<file path="src/fskdm_defines.svh">
`ifndef FSKDM_DEFINES_SVH
`define FSKDM_DEFINES_SVH

// Register byte offsets
`define FSKDM_OFS_MODE 8'h00
`define FSKDM_OFS_TONES 8'h04
`define FSKDM_OFS_SETUP 8'h08
`define FSKDM_OFS_TXCODE 8'h0C
`define FSKDM_OFS_CTRL 8'h10
`define FSKDM_OFS_STATUS 8'h14
`define FSKDM_OFS_MASK 8'h18
`define FSKDM_OFS_THRESH 8'h1C
`define FSKDM_OFS_STATE 8'h20

// Reset values
`define FSKDM_RST_BYTE 8'h00
`define FSKDM_RST_CTRL 1'b1
`define FSKDM_RST_ON_THR 8'h40
`define FSKDM_RST_OFF_THR 8'h30

// Status bit positions
`define FSKDM_ST_REFLOST 0
`define FSKDM_ST_DETECT 4
`define FSKDM_ST_W 8

// Reference clock and clock rates
`define FSKDM_REF_HZ 64'h0000_0000_0036_9E99
`define FSKDM_ACC_ONE 64'h0000_0000_0100_0000
`define FSKDM_CLK_MHZ 10
`define FSKDM_REFLOST_CYC 8'h10

// Phase increment per reference edge for a tone in Hz
`define FSKDM_INC(f) 24'((64'(f) * `FSKDM_ACC_ONE) / `FSKDM_REF_HZ)

// Tone frequencies in Hz
`define FSKDM_F_390 390
`define FSKDM_F_450 450
`define FSKDM_F_1300 1300
`define FSKDM_F_2100 2100
`define FSKDM_F_387 387
`define FSKDM_F_487 487
`define FSKDM_F_1200 1200
`define FSKDM_F_2200 2200
`define FSKDM_F_697 697
`define FSKDM_F_770 770
`define FSKDM_F_852 852
`define FSKDM_F_941 941
`define FSKDM_F_1209 1209
`define FSKDM_F_1336 1336
`define FSKDM_F_1477 1477
`define FSKDM_F_1633 1633

// Modulator output
`define FSKDM_MID 10'h200
`define FSKDM_LIFT 10'h100

// Detector qualification times in microseconds
`define FSKDM_DET_ON_US 25000
`define FSKDM_DET_OFF_US 10000

`endif

</file>
<file path="src/fskdm_pkg.sv">
package fskdm_pkg;

    typedef struct packed {
        logic rx_async;
        logic eq_en;
        logic band_hi;
        logic band_lo;
        logic tx_async;
        logic level_hi;
        logic tx_en;
        logic rate_1200;
    } fskdm_mode_type;

    typedef struct packed {
        logic dtmf;
        logic out_en;
        logic rsv5;
        logic single;
        logic rsv3;
        logic rsv2;
        logic rsv1;
        logic det_2100;
    } fskdm_tones_type;

    typedef struct packed {
        logic [1:0] band;
        logic eq_en;
        logic demod_en;
    } fskdm_rxctl_type;

    typedef enum logic [1:0] {
        FSKDM_IDLE = 2'b00,
        FSKDM_QUAL_ON = 2'b01,
        FSKDM_ACTIVE = 2'b11,
        FSKDM_QUAL_OFF = 2'b10
    } fskdm_det_state_type;

endpackage

</file>
<file path="src/fskdm_nco.sv">
`timescale 1ns/1ps
module fskdm_nco #(
    parameter int ACC_W = 24
) (
    input wire logic clk_sys,
    input wire logic rst_n,
    input wire logic step,
    input wire logic [ACC_W-1:0] inc,
    output logic [ACC_W-1:0] phase
);
    // Phase keeps running across increment changes, so tones switch without a jump
    always_ff @(posedge clk_sys or negedge rst_n) begin
        if (!rst_n) begin
            phase <= '0;
        end else if (step) begin
            phase <= phase + inc;
        end
    end
endmodule

</file>
<file path="src/fskdm_sync.sv">
`timescale 1ns/1ps
module fskdm_sync (
    input wire logic clk_sys,
    input wire logic rst_n,
    input wire logic async_in,
    output logic sync_out
);
    logic stage1;

    always_ff @(posedge clk_sys or negedge rst_n) begin
        if (!rst_n) begin
            stage1 <= 1'b0;
            sync_out <= 1'b0;
        end else begin
            stage1 <= async_in;
            sync_out <= stage1;
        end
    end
endmodule

</file>
<file path="src/fskdm_top.sv">
// The implementer's own choices: the APB interface to the registers and the placing of the registers.
`timescale 1ns/1ps
`include "fskdm_defines.svh"
module fskdm_top #(
    parameter int ACC_W = 24,
    parameter int CNT_W = 24,
    parameter int DET_ON_CYCLES = `FSKDM_DET_ON_US * `FSKDM_CLK_MHZ,
    parameter int DET_OFF_CYCLES = `FSKDM_DET_OFF_US * `FSKDM_CLK_MHZ
) (
    input wire logic clk_sys,
    input wire logic rst_n,
    input wire logic psel,
    input wire logic penable,
    input wire logic pwrite,
    input wire logic [7:0] paddr,
    input wire logic [31:0] pwdata,
    output logic [31:0] prdata,
    output logic pready,
    output logic pslverr,
    input wire logic ref_clk,
    input wire logic [7:0] rx_level,
    input wire logic tone_2100_valid,
    input wire logic rx_demod_bit,
    input wire logic tx_bit,
    output logic osc_enable,
    output fskdm_pkg::fskdm_rxctl_type rx_ctl,
    output logic rx_data,
    output logic det_flag,
    output logic [9:0] mod_out,
    output logic tx_filter_connect,
    output logic irq
);
    import fskdm_pkg::*;

    fskdm_mode_type mode;
    fskdm_tones_type tones;
    logic bell;
    logic [3:0] tx_code;
    logic zero_power;
    logic [`FSKDM_ST_W-1:0] status;
    logic [`FSKDM_ST_W-1:0] mask;
    logic [7:0] on_thr;
    logic [7:0] off_thr;
    logic ref_s;
    logic ref_d;
    logic ref_tick;
    logic [7:0] ref_idle;
    logic ref_lost_ev;
    logic det_rise_ev;
    fskdm_det_state_type det_state;
    logic [CNT_W-1:0] det_cnt;
    logic det_in;
    logic [ACC_W-1:0] inc [2];
    logic [ACC_W-1:0] phase [2];
    logic [8:0] tri_w [2];
    logic tx_dual;
    logic tx_on;
    logic [9:0] next_mod;
    logic [31:0] rd_val;
    logic rd_ok;
    logic wr_en;

    localparam logic [CNT_W-1:0] ON_LAST = CNT_W'(DET_ON_CYCLES - 1);
    localparam logic [CNT_W-1:0] OFF_LAST = CNT_W'(DET_OFF_CYCLES - 1);

    function automatic logic [ACC_W-1:0] dtmf_low(input logic [3:0] c);
        case (c)
            4'h1, 4'h2, 4'h3, 4'hD: dtmf_low = `FSKDM_INC(`FSKDM_F_697);
            4'h4, 4'h5, 4'h6, 4'hE: dtmf_low = `FSKDM_INC(`FSKDM_F_770);
            4'h7, 4'h8, 4'h9, 4'hF: dtmf_low = `FSKDM_INC(`FSKDM_F_852);
            default: dtmf_low = `FSKDM_INC(`FSKDM_F_941);
        endcase
    endfunction

    function automatic logic [ACC_W-1:0] dtmf_high(input logic [3:0] c);
        case (c)
            4'h1, 4'h4, 4'h7, 4'hB: dtmf_high = `FSKDM_INC(`FSKDM_F_1209);
            4'h2, 4'h5, 4'h8, 4'hA: dtmf_high = `FSKDM_INC(`FSKDM_F_1336);
            4'h3, 4'h6, 4'h9, 4'hC: dtmf_high = `FSKDM_INC(`FSKDM_F_1477);
            default: dtmf_high = `FSKDM_INC(`FSKDM_F_1633);
        endcase
    endfunction

    function automatic logic [ACC_W-1:0] fsk_inc(input logic b, input logic r,
                                                 input logic d);
        if (b) begin
            if (r) begin
                fsk_inc = d ? `FSKDM_INC(`FSKDM_F_1200) : `FSKDM_INC(`FSKDM_F_2200);
            end else begin
                fsk_inc = d ? `FSKDM_INC(`FSKDM_F_387) : `FSKDM_INC(`FSKDM_F_487);
            end
        end else begin
            if (r) begin
                fsk_inc = d ? `FSKDM_INC(`FSKDM_F_1300) : `FSKDM_INC(`FSKDM_F_2100);
            end else begin
                fsk_inc = d ? `FSKDM_INC(`FSKDM_F_390) : `FSKDM_INC(`FSKDM_F_450);
            end
        end
    endfunction

    // APB: no wait states; read data and answer come from flops loaded in the setup cycle
    assign wr_en = psel && penable && pready && pwrite;

    always_comb begin
        rd_ok = 1'b1;
        rd_val = 32'h0000_0000;
        case (paddr)
            `FSKDM_OFS_MODE: rd_val[7:0] = mode;
            `FSKDM_OFS_TONES: rd_val[7:0] = tones;
            `FSKDM_OFS_SETUP: rd_val[7] = bell;
            `FSKDM_OFS_TXCODE: rd_val[3:0] = tx_code;
            `FSKDM_OFS_CTRL: rd_val[0] = zero_power;
            `FSKDM_OFS_STATUS: rd_val[`FSKDM_ST_W-1:0] = status;
            `FSKDM_OFS_MASK: rd_val[`FSKDM_ST_W-1:0] = mask;
            `FSKDM_OFS_THRESH: rd_val[15:0] = {off_thr, on_thr};
            `FSKDM_OFS_STATE: rd_val[4:0] = {ref_s, osc_enable, det_state, det_flag};
            default: rd_ok = 1'b0;
        endcase
    end

    always_ff @(posedge clk_sys or negedge rst_n) begin
        if (!rst_n) begin
            pready <= 1'b0;
            pslverr <= 1'b0;
            prdata <= 32'h0000_0000;
        end else begin
            pready <= psel && !penable;
            pslverr <= psel && !penable && !rd_ok;
            prdata <= (psel && !penable && !pwrite) ? rd_val : 32'h0000_0000;
        end
    end

    always_ff @(posedge clk_sys or negedge rst_n) begin
        if (!rst_n) begin
            mode <= `FSKDM_RST_BYTE;
            tones <= `FSKDM_RST_BYTE;
            bell <= 1'b0;
            tx_code <= 4'h0;
            zero_power <= `FSKDM_RST_CTRL;
            mask <= `FSKDM_RST_BYTE;
            on_thr <= `FSKDM_RST_ON_THR;
            off_thr <= `FSKDM_RST_OFF_THR;
        end else if (wr_en) begin
            case (paddr)
                `FSKDM_OFS_MODE: mode <= pwdata[7:0];
                `FSKDM_OFS_TONES: tones <= pwdata[7:0];
                `FSKDM_OFS_SETUP: bell <= pwdata[7];
                `FSKDM_OFS_TXCODE: tx_code <= pwdata[3:0];
                `FSKDM_OFS_CTRL: zero_power <= pwdata[0];
                `FSKDM_OFS_MASK: mask <= pwdata[`FSKDM_ST_W-1:0];
                `FSKDM_OFS_THRESH: begin
                    on_thr <= pwdata[7:0];
                    off_thr <= pwdata[15:8];
                end
                default: ;
            endcase
        end
    end

    // Sticky events; a new event wins over a write-one clear
    always_ff @(posedge clk_sys or negedge rst_n) begin
        if (!rst_n) begin
            status <= `FSKDM_RST_BYTE;
        end else begin
            for (int i = 0; i < `FSKDM_ST_W; i++) begin
                if (wr_en && paddr == `FSKDM_OFS_STATUS && pwdata[i]) begin
                    status[i] <= 1'b0;
                end
            end
            if (ref_lost_ev) begin
                status[`FSKDM_ST_REFLOST] <= 1'b1;
            end
            if (det_rise_ev) begin
                status[`FSKDM_ST_DETECT] <= 1'b1;
            end
        end
    end

    always_ff @(posedge clk_sys or negedge rst_n) begin
        if (!rst_n) begin
            irq <= 1'b0;
        end else begin
            irq <= |(status & mask);
        end
    end

    always_ff @(posedge clk_sys or negedge rst_n) begin
        if (!rst_n) begin
            osc_enable <= 1'b0;
        end else begin
            osc_enable <= !zero_power;
        end
    end

    // Reference clock is sampled; its rising edges drive all tone timing
    fskdm_sync u_ref_sync (
        .clk_sys(clk_sys),
        .rst_n(rst_n),
        .async_in(ref_clk),
        .sync_out(ref_s)
    );

    always_ff @(posedge clk_sys or negedge rst_n) begin
        if (!rst_n) begin
            ref_d <= 1'b0;
        end else begin
            ref_d <= ref_s;
        end
    end

    assign ref_tick = ref_s && !ref_d && !zero_power;

    // A stalled reference while running points to a missing zero-power request
    always_ff @(posedge clk_sys or negedge rst_n) begin
        if (!rst_n) begin
            ref_idle <= 8'h00;
            ref_lost_ev <= 1'b0;
        end else begin
            ref_lost_ev <= 1'b0;
            if (zero_power || (ref_s && !ref_d)) begin
                ref_idle <= 8'h00;
            end else if (ref_idle != `FSKDM_REFLOST_CYC) begin
                ref_idle <= ref_idle + 8'h01;
                ref_lost_ev <= (ref_idle + 8'h01) == `FSKDM_REFLOST_CYC;
            end
        end
    end

    // Receive path controls; the receive band is independent of transmit rate
    always_ff @(posedge clk_sys or negedge rst_n) begin
        if (!rst_n) begin
            rx_ctl <= '0;
            rx_data <= 1'b1;
        end else begin
            rx_ctl.band <= {mode.band_hi, mode.band_lo};
            rx_ctl.eq_en <= mode.eq_en && mode.band_hi && mode.band_lo;
            rx_ctl.demod_en <= mode.tx_en && mode.band_hi && !zero_power;
            rx_data <= (mode.tx_en && mode.band_hi) ? rx_demod_bit : 1'b1;
        end
    end

    // Detector input with amplitude hysteresis, or the 2100 Hz qualifier
    always_comb begin
        if (tones.det_2100 && mode.band_hi && mode.band_lo) begin
            det_in = tone_2100_valid && (rx_level >= on_thr);
        end else if (det_state == FSKDM_ACTIVE || det_state == FSKDM_QUAL_OFF) begin
            det_in = rx_level >= off_thr;
        end else begin
            det_in = rx_level >= on_thr;
        end
    end

    // Time hysteresis: level must persist before the flag sets or, outside zero power, clears
    always_ff @(posedge clk_sys or negedge rst_n) begin
        if (!rst_n) begin
            det_state <= FSKDM_IDLE;
            det_cnt <= '0;
            det_flag <= 1'b0;
            det_rise_ev <= 1'b0;
        end else begin
            det_rise_ev <= 1'b0;
            case (det_state)
                FSKDM_IDLE: begin
                    det_cnt <= '0;
                    if (det_in && !zero_power) begin
                        det_state <= FSKDM_QUAL_ON;
                    end
                end
                FSKDM_QUAL_ON: begin
                    det_cnt <= det_cnt + 1'b1;
                    if (!det_in || zero_power) begin
                        det_state <= FSKDM_IDLE;
                    end else if (det_cnt == ON_LAST) begin
                        det_state <= FSKDM_ACTIVE;
                        det_flag <= 1'b1;
                        det_rise_ev <= 1'b1;
                    end
                end
                FSKDM_ACTIVE: begin
                    det_cnt <= '0;
                    if (!det_in || zero_power) begin
                        det_state <= FSKDM_QUAL_OFF;
                    end
                end
                FSKDM_QUAL_OFF: begin
                    det_cnt <= det_cnt + 1'b1;
                    if (det_in && !zero_power) begin
                        det_state <= FSKDM_ACTIVE;
                    end else if (det_cnt == OFF_LAST || zero_power) begin
                        det_state <= FSKDM_IDLE;
                        det_flag <= 1'b0;
                    end
                end
                default: det_state <= FSKDM_IDLE;
            endcase
        end
    end

    // Tone selection
    always_comb begin
        tx_dual = 1'b0;
        inc[1] = '0;
        if (tones.dtmf) begin
            if (tones.single) begin
                inc[0] = tx_code[3] ? dtmf_low(tx_code) : dtmf_high(tx_code);
            end else begin
                inc[0] = dtmf_low(tx_code);
                inc[1] = dtmf_high(tx_code);
                tx_dual = 1'b1;
            end
        end else begin
            inc[0] = fsk_inc(bell, mode.rate_1200, tx_bit && mode.tx_en);
        end
    end

    assign tx_on = !zero_power && (tones.dtmf || mode.tx_en);

    genvar g;
    generate
        for (g = 0; g < 2; g++) begin : gen_tone
            fskdm_nco #(.ACC_W(ACC_W)) u_nco (
                .clk_sys(clk_sys),
                .rst_n(rst_n),
                .step(ref_tick),
                .inc(inc[g]),
                .phase(phase[g])
            );
            assign tri_w[g] = phase[g][ACC_W-1] ? ~phase[g][ACC_W-2 -: 9] :
                              phase[g][ACC_W-2 -: 9];
        end
    endgenerate

    always_comb begin
        if (tx_dual) begin
            next_mod = 10'({1'b0, tri_w[0][8:1]}) + 10'({1'b0, tri_w[1][8:1]}) + `FSKDM_LIFT;
        end else begin
            next_mod = 10'(tri_w[0]) + `FSKDM_LIFT;
        end
    end

    always_ff @(posedge clk_sys or negedge rst_n) begin
        if (!rst_n) begin
            mod_out <= `FSKDM_MID;
            tx_filter_connect <= 1'b0;
        end else begin
            tx_filter_connect <= tones.dtmf ? tones.out_en : 1'b1;
            if (!tx_on) begin
                mod_out <= `FSKDM_MID;
            end else if (ref_tick) begin
                mod_out <= next_mod;
            end
        end
    end
endmodule

</file>
<file path="config.mk">
export PLATFORM = sky130hd
export DESIGN_NAME = fskdm_top
export DESIGN_NICKNAME = d
export VERILOG_FILES = /design/src/fskdm_pkg.sv /design/src/fskdm_nco.sv /design/src/fskdm_sync.sv /design/src/fskdm_top.sv
export VERILOG_INCLUDE_DIRS = /design/src
export SDC_FILE = /design/constraint.sdc
export NUM_CORES = 1
export LEC_CHECK = 0
export ABC_AREA = 1
export ABC_CLOCK_PERIOD_IN_PS = 5000
export BUFFER_PORTS_ARGS = -buffer_cell sky130_fd_sc_hd__buf_4
export CAP_MARGIN = 20
export CORE_MARGIN = 2
export CORE_UTILIZATION = 30
export CTS_CLUSTER_SIZE = 28
export DETAILED_ROUTE_END_ITERATION = 6
export PLACE_DENSITY = 0.45
export SETUP_SLACK_MARGIN = 0.15
export SYNTH_ARGS = -nofsm -noshare
export SYNTH_HDL_FRONTEND = slang
export SYNTH_HIERARCHICAL = 1
export SYNTH_SLANG_ARGS = --single-unit
</file>
<file path="constraint.sdc">
create_clock -name clk_sys -period 5 [get_ports clk_sys]
set_clock_uncertainty 0.05 [all_clocks]
set_input_delay 0.5 -clock clk_sys [delete_from_list [all_inputs] [get_ports clk_sys]]
set_output_delay 0.5 -clock clk_sys [all_outputs]
set_load 0.01 [all_outputs]
</file>
==> out/results.tsv <==
metric	value	unit
synth-edff-count	0	
clkLatencyLatePin	490	ps
grt_usage	16.8	%
startpoint	tones[7]	
drc_errors	0	
ys.warnings.count	6	
reg2reg_to	gen_tone[1].u_nco/phase[12]	
fin_util	34.9	%
slew_headroom	32.7	%
clock-sinks	172	
wirelength	34800	µm
peakVddDrop	0.260	mV
syn_avg_cell_area	6.90	µm²
viasPerCell	4.59	
p_leak	7.45	nW
antenna_left	0	
grt_pass1_vias	10900	
cts.path.max_buffers	2	
hold_violations	0	
ys_seq_area_share	34.5	%
postSynthCellCount	1812	
ys_ff_latch	172	
fmax	281	MHz
synth-async-reset-ratio	100	%
r2r_slack	1440	ps
fin_crit	3560	ps
tightest_slew	1010	ps
antenna_found_initial	0	
fillers	4516	
grt_overflow	0	
finalMaxSlewViolations	0	
synth_cell_types	55	
tns	0	ps
drtIter0Drc	557	
hold_buffers	0	
dieWidth	208	µm
path_buf_inv	3	
final_area	14300	µm²
final_layout_size_suffix_gt1_share	9.08	%
post_cts_buffers	0	
rsz0062_at_grt	no	
hold_class	input port to asynchronous set/reset pin	
slowest_stage	dfrtp_1	
ios	110	
area_delta_synth_final	14.6	%
dieHeight	208	µm
cts_tree	done	
cts_root_buf	clkbuf_16	
worstPathRequired	5320	ps
crit_type	register to register	
cpPeakStageDelay	620	ps
place_hpwl	27100	µm
netlist_area	12500	µm²
rows	74	
die_area	43300	µm²
cap_violations	0	
status	finished clean	
drt-pass1-iter-count	5	
clk_pin_slew	70	ps
r2r_cells	16	
path_depth	16	
crit_fanout	15	
period_share	71.2	%
io_buffers	77	
crit_arrival	3880	ps
crit_chain	inv_1 > nor2_1 > buf_4 > inv_1 > nor2_1 > ha_1 > fa_1 > nand2_1 > nand2_1 > nand4_1 > nand3_1 > nand2_1 > nand2_1 > nand2_1 > nand3_1 > nand2_1	
crit_path_end	gen_tone[1].u_nco/phase[12]	
endpoint_kind	register	
numCtsBuffers	17	
initial_core_util	30.5	%
wl_per_cell	14.2	µm
gp_congestion	0.843	
power_density	389	nW/µm²
vias	11200	
crit_family	simple AND/OR/NAND/NOR gates	
crit_top_cell	nand2_1	
grt_max_degree	102	
placed_area	13700	µm²
fin_nets	2054	
r2r-start	tones[7]	
grt_pass1_wl	57200	µm
startpoint_type	register	
setup_viol	0	
htreeDepth	4	
coreArea	41000	µm²
cts_resized	0	
synth_ff_type	dfrtp_1	
worst min path at each step:
stage                            startpoint                   to  slack, ps  cells after the start
final                                 rst_n            rx_ctl[3]         30                      1
after global routing                ref_clk    u_ref_sync/stage1         50                      1
after CTS                           ref_clk    u_ref_sync/stage1         50                      1
after detailed placement  u_ref_sync/stage1  u_ref_sync/sync_out        340                      0
after global placement    u_ref_sync/stage1  u_ref_sync/sync_out        350                      0
after floorplan                       rst_n                 bell        150                      0
per-layer routing:
layer  vias up  GRT usage, %  wire, µm
li1       5882             -         -
met1      5242          23.3     17400
met2        96          26.5     16000
met3        25          3.44      1030
met4         0          4.69       496
met5         -             0         0
sequential cells by signal (all words and copies together) (netlist names), 2 cells and up:
register              cells
status                    2
mask                      8
tones                     8
mod_out                  10
prdata                   16
gen_tone.u_nco/phase     48
ref_idle                  8
rx_ctl                    4
det_state                 2
tx_code                   4
on_thr                    8
off_thr                   8
mode                      8
det_cnt                  24
Yosys cell counts, drive strengths merged (4+ instances only):
cell type | number | area [µm²]
nand3b | 13 | 97.6
nand3 | 94 | 480
a21oi | 82 | 414
a221oi | 5 | 43.8
or2 | 6 | 37.5
a41oi | 4 | 35.0
o21ai | 100 | 500
ha | 90 | 1130
nor4 | 6 | 50.0
inv | 279 | 1050
nor2 | 172 | 726
buf | 25 | 170
nand2 | 586 | 2230
a31oi | 8 | 50.1
dfstp | 6 | 158
xnor2 | 19 | 166
xor2 | 26 | 228
o22ai | 5 | 31.3
clkbuf | 23 | 86.3
nor3 | 40 | 231
dfrtp | 166 | 4150
nand4 | 23 | 144
layout by cell type (no fill, tap or decap), drive strengths merged, types with 5 or more instances in the layout:
cell type,instances
xnor2,19
a31oi,8
clkbuf,21
xor2,26
ha,90
nand4,23
a221oi,5
dfrtp,166
dfstp,6
conb,37
buf,84
inv,285
nand3b,13
nor2,172
nand3,94
o21ai,100
nand2,586
nor3,40
nor4,6
a21oi,82
or2,6
o22ai,5
where the power goes:
part	internal (W)	total, W	switching [W]	leakage [nW]
Clock	0.000776	0.00143	0.000656	0.286
Combinational	0.000923	0.00239	0.00146	4.91
Sequential	0.00156	0.00175	0.000193	2.26
cells by family after synthesis:
group	count (synthesis)	synth area share (%)
buffers and inverters	328	10.5
xor gates and xnor gates	45	3.15
DFF	172	34.5
AOI/OAI and AO/OA	224	9.88
muxes	1	0.0901
and+or+nand+nor	948	32.4
adders and majority gates	93	9.49
other	1	0.0300
final cells by class:
type	count	area [µm²]	share of cell area, %
multi-input combinational	1348	7020	49.0
sequential	172	4310	30.1
inverter	280	1050	7.34
tap	532	666	4.65
timing repair buffer	85	664	4.64
clock buffer	20	457	3.19
clock inverter	12	150	1.05
antenna	1	2.50	0.0175
through the flow:
| stage | hold slack (ps) | setup slack [ps] | cells | power (W) |
|---|---|---|---|---|
| 3_5_place_dp | 336 | 1430 | 2416 | 0.00413 |
| 3_3_place_gp | 348 | 1410 | 2416 | 0.00411 |
| 2_1_floorplan | 154 | 2210 | 1848 | 0.00360 |
| 6_report | 34.9 | 1440 | 2450 | 0.00557 |
| 4_1_cts | 52.2 | 1410 | 2448 | 0.00561 |
| 5_1_grt | 53.8 | 987 | 2449 | 0.00611 |
(Power assumes the default switching activity.)
